==> src/anvrc_pkg.sv <==
// constants for the host controller of the asynchronous 16-bit non-volatile memory
package anvrc_pkg;

    localparam int ADDR_W       = 18;
    localparam int DATA_W       = 16;
    localparam int LANES        = 2;
    localparam int CLK_PERIOD_PS = 20000;

    // pin timing in ns as the memory demands
    localparam int T_CYCLE_NS     = 35;
    localparam int T_ACCESS_NS    = 35;
    localparam int T_WR_PULSE_NS  = 15;
    localparam int T_ADDR_END_NS  = 18;
    localparam int T_DATA_END_NS  = 10;
    localparam int T_RECOVERY_NS  = 12;
    localparam int T_HIGH_NS      = 2;
    localparam longint T_STARTUP_NS = 2000000;

    // least times round up, never below one cycle
    function automatic int min_cycles(input longint ns);
        longint c;
        c = (ns * 1000 + CLK_PERIOD_PS - 1) / CLK_PERIOD_PS;
        return (c < 1) ? 1 : int'(c);
    endfunction

    localparam int READ_CYC   = min_cycles(T_ACCESS_NS);
    localparam int WRITE_CYC  = (min_cycles(T_WR_PULSE_NS) > min_cycles(T_ADDR_END_NS)) ?
                                min_cycles(T_WR_PULSE_NS) : min_cycles(T_ADDR_END_NS);
    localparam int RECOVER_CYC = min_cycles(T_RECOVERY_NS);
    localparam int HIGH_CYC    = min_cycles(T_HIGH_NS);
    localparam int CYCLE_CYC   = min_cycles(T_CYCLE_NS);
    localparam int STARTUP_CYC = min_cycles(T_STARTUP_NS);
    localparam int CNT_W       = 4;

    localparam logic [LANES-1:0] LANES_ALL = 2'h3;

    typedef enum logic [2:0] {
        ST_POWER,
        ST_IDLE,
        ST_READ,
        ST_WRITE,
        ST_RECOVER,
        ST_GAP
    } anvrc_state_t;

endpackage
==> src/anvrc_host.sv <==
// host controller driving the asynchronous 16-bit non-volatile memory pins
`timescale 1ns/10ps
module anvrc_host
    import anvrc_pkg::*;
#(
    parameter int STARTUP_CYCLES = STARTUP_CYC
) (
    // clock and reset
    input  wire logic              clk,
    input  wire logic              reset,
    // user request
    input  wire logic              reqValid,
    input  wire logic              reqWrite,
    input  wire logic [ADDR_W-1:0] reqAddr,
    input  wire logic [DATA_W-1:0] reqData,
    input  wire logic [LANES-1:0]  reqLanes,
    output logic                   reqReady,
    // user response
    output logic                   rspValid,
    output logic [DATA_W-1:0]      rspData,
    // memory pins
    output logic [ADDR_W-1:0]      memAddr,
    output logic                   chipSelectN,
    output logic                   writeStrobeN,
    output logic                   outputDriveN,
    output logic                   lowLaneSelectN,
    output logic                   highLaneSelectN,
    // shared data pins
    input  wire logic [DATA_W-1:0] dqIn,
    output logic [DATA_W-1:0]      dqOut,
    output logic                   dqOe
);

    // access plus rest must span the select cycle time
    if (STARTUP_CYCLES < 1 || READ_CYC >= 2**CNT_W || WRITE_CYC >= 2**CNT_W || RECOVER_CYC >= 2**CNT_W
        || READ_CYC + HIGH_CYC + 1 < CYCLE_CYC || WRITE_CYC + RECOVER_CYC + 1 < CYCLE_CYC) begin : g_check
        $error("anvrc_host: timing counts out of range");
    end

    localparam logic [CNT_W-1:0] READ_LAST    = CNT_W'(READ_CYC - 1);
    localparam logic [CNT_W-1:0] WRITE_LAST   = CNT_W'(WRITE_CYC - 1);
    localparam logic [CNT_W-1:0] RECOVER_LAST = CNT_W'(RECOVER_CYC - 1);
    localparam logic [CNT_W-1:0] GAP_LAST     = CNT_W'(HIGH_CYC - 1);
    localparam logic [31:0]      POWER_LAST   = 32'(STARTUP_CYCLES - 1);

    anvrc_state_t     state_reg;
    logic [CNT_W-1:0] cnt_reg;
    logic [31:0]      powerCnt_reg;
    logic [LANES-1:0] lanes_next;
    logic             accept;

    assign accept = (state_reg == ST_IDLE) && reqReady && reqValid;
    // an empty lane mask would frame a write that stores nothing
    assign lanes_next = (reqLanes == '0) ? LANES_ALL : reqLanes;

    // startup wait
    always_ff @(posedge clk or posedge reset) begin
        if (reset) begin
            powerCnt_reg <= '0;
        end else if (state_reg == ST_POWER) begin
            powerCnt_reg <= powerCnt_reg + 32'h1;
        end
    end

    // sequencer
    always_ff @(posedge clk or posedge reset) begin
        if (reset) begin
            state_reg <= ST_POWER;
            cnt_reg   <= '0;
        end else begin
            cnt_reg <= cnt_reg + CNT_W'(1);
            case (state_reg)
                ST_POWER: begin
                    // hold off for the startup time
                    if (powerCnt_reg == POWER_LAST) begin
                        state_reg <= ST_IDLE;
                    end
                end
                ST_IDLE: begin
                    cnt_reg <= '0;
                    if (accept) begin
                        state_reg <= reqWrite ? ST_WRITE : ST_READ;
                    end
                end
                ST_READ: begin
                    if (cnt_reg == READ_LAST) begin
                        state_reg <= ST_GAP;
                        cnt_reg   <= '0;
                    end
                end
                ST_WRITE: begin
                    if (cnt_reg == WRITE_LAST) begin
                        state_reg <= ST_RECOVER;
                        cnt_reg   <= '0;
                    end
                end
                ST_RECOVER: begin
                    if (cnt_reg == RECOVER_LAST) begin
                        state_reg <= ST_IDLE;
                    end
                end
                ST_GAP: begin
                    // select held high before the next access
                    if (cnt_reg == GAP_LAST) begin
                        state_reg <= ST_IDLE;
                    end
                end
                default: begin
                    state_reg <= ST_IDLE;
                end
            endcase
        end
    end

    // ready only after the startup wait or the rest, spacing select falls
    always_ff @(posedge clk or posedge reset) begin
        if (reset) begin
            reqReady <= 1'b0;
        end else if (accept) begin
            reqReady <= 1'b0;
        end else if ((state_reg == ST_POWER && powerCnt_reg == POWER_LAST)
                  || (state_reg == ST_RECOVER && cnt_reg == RECOVER_LAST)
                  || (state_reg == ST_GAP && cnt_reg == GAP_LAST)) begin
            reqReady <= 1'b1;
        end
    end

    // read data capture
    always_ff @(posedge clk or posedge reset) begin
        if (reset) begin
            rspValid <= 1'b0;
            rspData  <= '0;
        end else begin
            rspValid <= 1'b0;
            if (state_reg == ST_READ && cnt_reg == READ_LAST) begin
                rspValid <= 1'b1;
                rspData  <= dqIn;
            end
        end
    end

    // address pins change only on a new access
    always_ff @(posedge clk or posedge reset) begin
        if (reset) begin
            memAddr <= '0;
        end else if (accept) begin
            // address moves with the select edge, zero setup
            memAddr <= reqAddr;
        end
    end

    // control strobes
    always_ff @(posedge clk or posedge reset) begin
        if (reset) begin
            chipSelectN     <= 1'b1;
            writeStrobeN    <= 1'b1;
            outputDriveN    <= 1'b1;
            lowLaneSelectN  <= 1'b1;
            highLaneSelectN <= 1'b1;
        end else if (accept) begin
            // select and lanes fall together, with the strobe too on a write
            chipSelectN     <= 1'b0;
            writeStrobeN    <= ~reqWrite;
            // output drive only for reads, strobe stays high
            outputDriveN    <= reqWrite;
            // lanes frame the same pulse as select, one cycle on a write, two on a read
            // lane mask onto the two lane selects
            lowLaneSelectN  <= ~lanes_next[0];
            highLaneSelectN <= ~lanes_next[1];
        end else if ((state_reg == ST_READ && cnt_reg == READ_LAST)
                  || (state_reg == ST_WRITE && cnt_reg == WRITE_LAST)) begin
            // select and strobe end the write together
            chipSelectN     <= 1'b1;
            writeStrobeN    <= 1'b1;
            outputDriveN    <= 1'b1;
            lowLaneSelectN  <= 1'b1;
            highLaneSelectN <= 1'b1;
        end
    end

    // data pin drive
    always_ff @(posedge clk or posedge reset) begin
        if (reset) begin
            dqOut <= '0;
            dqOe  <= 1'b0;
        end else if (accept && reqWrite) begin
            // data valid a full pulse before the write ends
            dqOut <= reqData;
            dqOe  <= 1'b1;
        end else if (state_reg == ST_WRITE && cnt_reg == WRITE_LAST) begin
            // release with the strobe rise, zero hold suffices
            dqOe  <= 1'b0;
        end
    end
endmodule

==> config.mk <==
export PLATFORM = sky130hd
export DESIGN_NAME = anvrc_host
export DESIGN_NICKNAME = d
export VERILOG_FILES = /design/src/anvrc_pkg.sv /design/src/anvrc_host.sv
export SDC_FILE = /design/constraint.sdc
export NUM_CORES = 1
export LEC_CHECK = 0
export ABC_AREA = 1
export BUFFER_PORTS_ARGS = -buffer_cell sky130_fd_sc_hd__buf_2
export CORE_UTILIZATION = 29
export CTS_CLUSTER_SIZE = 16
export DETAILED_ROUTE_END_ITERATION = 8
export PLACE_DENSITY = 0.51
export SETUP_SLACK_MARGIN = 0.05
export SLEW_MARGIN = 25
export SYNTH_ARGS = -nofsm -noshare
export SYNTH_HDL_FRONTEND = slang
export SYNTH_SLANG_ARGS = --single-unit
==> constraint.sdc <==
create_clock -name clk -period 3.5 [get_ports clk]
set_input_delay 0.525 -clock clk [delete_from_list [all_inputs] [get_ports clk]]
set_output_delay 0.525 -clock clk [all_outputs]
set_load 0.02 [all_outputs]
# After elaboration in Yosys (flattened, before gate mapping)

Cells that the tools add are included.

Reductions and logical operators: 19
Equality and inequality tests: 12
Add/subtract/negate cells: 2
Bitwise logic cells: 3
Multiplexer cells: 22

Operators with widths:

| cell                  | count |
|---|---|
| $add 32x1->32 const B | 1 |
| $eq 32x17->1 const B  | 1 |
| $mux 3                | 5 |
| $pmux 3 s5            | 1 |
| $mux 1                | 12 |
| $pmux 4 s3            | 1 |
| $logic_and 1x1->1     | 8 |
| $mux 4                | 2 |
| $ne 2x2->1 const B    | 4 |
| $eq 3x2->1 const B    | 2 |
| $eq 3x3->1 const B    | 2 |
| $reduce_bool 2->1     | 3 |
| $reduce_and 5->1      | 1 |
| $add 4x1->4 const B   | 1 |
| $eq 4x1->1 const B    | 1 |
| $logic_not 4->1       | 1 |
| $eq 3x1->1 const B    | 1 |
| $logic_not 3->1       | 1 |
| $logic_or 1x1->1      | 3 |
| $not 1->1             | 3 |
| $logic_not 2->1       | 1 |
| $mux 2                | 1 |
| $ne 2x1->1 const B    | 1 |
| $reduce_or 2->1       | 1 |

Output and inout bits: 58
Bits of input ports: 56
Logic and storage cells: 72
Bits in registers: 97

# Logic depth before layout (Yosys ltp)

Word-level depth: 6
Mapped depth: 10
Mapped depth without buffers: 10

# Least setup slack after synthesis

Ideal clock, no wire load.

Path type: register to register
Start point: reg cnt_reg[1]
End point: reg rspData[0]
Path slack: 2.107 ns
Arrival time: 1.328 ns
Period minus slack after synthesis: 1.393 ns
Cell stages (with the launch flop): 9
Cells stage by stage: dfrtp_1 > inv_1 > ha_1 > nor3b_2 > nand4_2 > inv_2 > buf_6 > nand2_1 > nand2_1

Longest elaborated chain between the ends: 2

Ends and longest elaborated chain:

| item                   | line              | source |
|---|---|---|
| start, declared        | anvrc_host.sv:47  | `logic [CNT_W-1:0] cnt_reg;` |
| start signal, assigned | anvrc_host.sv:71  | `cnt_reg <= cnt_reg + CNT_W'(1);` |
| $eq 4x1->1             | anvrc_host.sv:135 | `if (state_reg == ST_READ && cnt_reg == READ_LAST) begin` |
| $logic_and 1x1->1      | anvrc_host.sv:135 |  |
| end signal, assigned   | anvrc_host.sv:137 | `rspData <= dqIn;` |
| end, declared          | anvrc_host.sv:20  | `output logic [DATA_W-1:0] rspData,` |

No other way between the ends.
A chain may end at the register's enable or synchronous reset.

# Worst setup path in the final report

Start point: reg cnt_reg[1]
End point: reg rspData[5]

Same word-level chain as after synthesis.

==> out/summary.txt <==
PLACEMENT
----------------------------------------------------------------------------------
Port Buf Inserts                                                               113
Routability cong.                                                            0.850
Count of placed standard cells including taps                                  831
Setup slack after placement                                                1.56 ns
Final HPWL DP                                                              7.55 mm

CLOCK TREE
----------------------------------------------------------------------------------
Clock sinks                                                                     97
Total setup buffers inserted after CTS                                           0
Clock tree root driver cell                                           sky130_fd_sc_hd__clkbuf_16
Cts hold-fix bufs                                                                0
Insertion delay of the later-clocked pin in the worst-skew pair            0.35 ns
Maximum root-to-sink buffer count                                                2
Clk slew on worst S/H paths                                                0.07 ns
CTS H-Tree Depth                                                                 3
TritonCTS clock tree                                                           yes
Number of resized instances in the post-cts repair step                          0
TritonCTS buffer count                                                           9

FLOORPLAN
----------------------------------------------------------------------------------
Starting density of the core                                                 29.6%
Core Box Area                                                            15100 um2
Horizontal die dimension                                                    126 um
# IOs                                                                          114
Cell row count                                                                  45
Die Outline Area                                                         16000 um2
Vertical die dimension                                                      126 um

CRITICAL PATH
----------------------------------------------------------------------------------
Startpoint Class                                                         flip-flop
Launching point of the worst reg2reg path                               cnt_reg[1]
Worst path cell trace                                                 inv_1, ha_1, nor3b_2, nand4_2, inv_2, nand2_1, nand2_1
Start-to-end type of the worst setup path                                  reg2reg
Critical path required time                                                3.78 ns
Buffering stage count on the worst path with inverters included                  2
Endpoint kind of the worst setup timing path                             flip-flop
Cell at the slowest stage of the critical path                        sky130_fd_sc_hd__nand4_2
Arrival @ worst endpoint                                                   2.22 ns
Largest fanout on the critical path                                             19
Cell with the most instances on the worst path                        sky130_fd_sc_hd__nand2_1
Register-to-Register Path Depth                                                  7
Max stage delay on crit path                                               0.45 ns
Flop-to-flop setup slack                                                   1.56 ns
Number of gates on the worst path with buffers counted                           7
Family with the most delay on the worst path                          simple AND/OR/NAND/NOR gates
Capture instance of the worst register-to-register path                 rspData[5]

LAYOUT
----------------------------------------------------------------------------------
Post-route non-filler standard cell count                                      847
Core occupancy in the finished layout                                        36.8%
Share of layout cells above drive strength 1                                 25.9%
Final Net Count                                                                714
Final-layout fill cell count                                                  1585
Flip-flop count of the largest register, all copies and words added             32
Number of diodes added for antenna fixing                                        0
Area Overhead vs Synth                                                       24.3%

GRT
----------------------------------------------------------------------------------
Total GRT Usage                                                              14.0%
Global-route wire length before repair                                     17.6 mm
Largest net degree at the start of global routing                               85
Initial antenna violation count                                                  0
Number of global-route vias before repair                                     3743
Total congestion overflow                                                        0

ROUTING
----------------------------------------------------------------------------------
Total wire length                                                          10.2 mm
Number of iterations in the first detailed-routing pass                          4
Ratio of routed vias to standard cells                                        4.35
Number of nets with antenna violations after routing                             0
WL/cell                                                                    12.0 um
Total number of vias                                                          3684
Final routed DRC violation total                                                 0
DR iter-0 viols                                                                153

TIMING
----------------------------------------------------------------------------------
# setup viols final                                                              0
Aggregate negative setup slack                                                0 ns
Fin. Hold Viols                                                                  0
Clock period minus worst slack                                             1.94 ns
Number of max-slew violations in the final report                                0
Period utilization                                                           55.4%
Transition time of the tightest slew-check pin                            0.754 ns
Setup repair after global routing missed its margin                          false
Headroom to the max-slew limit                                               49.8%
Final worst clock skew                                                  0.00603 ns
Maximum operating frequency                                                516 MHz
Final worst setup slack                                                    1.56 ns

SYNTHESIS
----------------------------------------------------------------------------------
Register area share after synthesis                                          54.3%
Post-synth cell types                                                           31
Netlist Area Pre-Place                                                    4490 um2
Post-synth net total                                                           595
Post-synthesis cell count                                                      535
Library cell with the largest summed area after synthesis             sky130_fd_sc_hd__dfrtp_1
Post-synth top area share                                                    51.3%
Post-Synthesis Mean Instance Area                                         8.38 um2
Largest cells by area after synthesis                                 sky130_fd_sc_hd__dfrtp_1, sky130_fd_sc_hd__nand2_1, sky130_fd_sc_hd__xor2_1, sky130_fd_sc_hd__inv_1, sky130_fd_sc_hd__nor2_1
Number of flip-flops and latches in the synthesized netlist                     97
Yosys warning count                                                              0

FLOW RUN
----------------------------------------------------------------------------------
Max capacitance violation total                                                  0

PWR
----------------------------------------------------------------------------------
Static Leakage                                                          0.00299 uW
Peak supply drop                                                        0.000194 V
Power density normalized to cell area                                   397 nW/um2

HOLD PATH
----------------------------------------------------------------------------------
Path category of the worst min-delay check                                in2async

STATUS
----------------------------------------------------------------------------------
Outcome                                                                  completed

[placed cells by master, fill, tap and decap left out, types with 6 or more instances in the layout]
master                      Yosys  routed
sky130_fd_sc_hd__nand2_1      226     226
sky130_fd_sc_hd__buf_2          5     113
sky130_fd_sc_hd__dfrtp_1       92      92
sky130_fd_sc_hd__inv_1         46      45
sky130_fd_sc_hd__nor2_1        40      40
sky130_fd_sc_hd__nand3_1       25      25
sky130_fd_sc_hd__xor2_1        20      20
sky130_fd_sc_hd__nand4_1        9       9
sky130_fd_sc_hd__clkbuf_16      0       9
sky130_fd_sc_hd__inv_2          7       7
sky130_fd_sc_hd__nor2_2         7       7
sky130_fd_sc_hd__nor2_4         6       6
sky130_fd_sc_hd__nor3_1         6       6
sky130_fd_sc_hd__a21oi_1        6       6
[synthesized netlist by cell type, drive strengths merged]
library cell  number
dfrtp             92
nor2              53
ha                 4
inv               53
a21oi              6
xnor2              5
buf                8
dfstp              5
nand3b             1
nor3               7
and3               1
o21ai              7
xor2              20
nand4             10
nor3b              2
or2                1
nand3             28
nand2            232
[worst register-to-register path, stage by stage, from the launching register on]
cell and delay, ns:
sky130_fd_sc_hd__dfrtp_1 0.39, sky130_fd_sc_hd__inv_1 0.08, sky130_fd_sc_hd__ha_1 0.15, sky130_fd_sc_hd__nor3b_2 0.21, sky130_fd_sc_hd__nand4_2 0.45, sky130_fd_sc_hd__inv_2 0.43, sky130_fd_sc_hd__nand2_1 0.10, sky130_fd_sc_hd__nand2_1 0.07
[per-layer routing]
metal,vias to the layer above,global-route usage [%],routed length (um)
met5,-,0,0
met4,0,5.88,167
met3,12,3.46,488
met2,78,22.8,4850
met1,1718,17.6,4690
li1,1876,-,-
[power by group]
| part | switching (uW) | total (uW) | internal, uW |
|---|---|---|---|
| combinational | 32.6 | 55.3 | 22.7 |
| sequential | 0 | 1120 | 1120 |
| clock | 443 | 1040 | 597 |
| total | 475 | 2220 | 1740 |
[stage by stage]
step	cell area, um2	power (uW)	hold slack, ns
after detailed placement	5260	1200	0.453
after CTS	5580	2250	0.355
final	5580	2220	0.320
after global placement	5260	1200	0.450
after global routing	5580	2300	0.372
after floorplan	4490	1160	0.441
[cells by family (layout without fill, tap and decap cells)]
family	after synthesis	after routing	synth area share (%)
flops	97	97	54.3
buf+inv	61	185	5.66
compound gates	13	13	1.45
xor+xnor	25	25	4.88
simple gates	335	335	32.6
fa+ha+maj	4	4	1.12
[how the worst max path moves through the flow]
stage | startpoint | end | slack [ns]
after floorplan | reset | cnt_reg[0] | 0.45
after global placement | cnt_reg[1] | rspData[8] | 1.68
after detailed placement | cnt_reg[1] | rspData[15] | 1.56
after CTS | cnt_reg[1] | rspData[5] | 1.53
after global routing | cnt_reg[1] | rspData[5] | 1.31
final | cnt_reg[1] | rspData[5] | 1.56
[final cells by class]
type                    count  area, um2  share of cell area (%)
clock buffers              11        253                    4.53
clock inverters             5       63.8                    1.14
inverters                  53        204                    3.66
multi-input cells         377       1800                    32.2
flip-flops and latches     97       2430                    43.6
well taps                 188        235                    4.22
repair buffers            116        588                    10.5
Note: power is estimated with default switching activity, not from simulation.
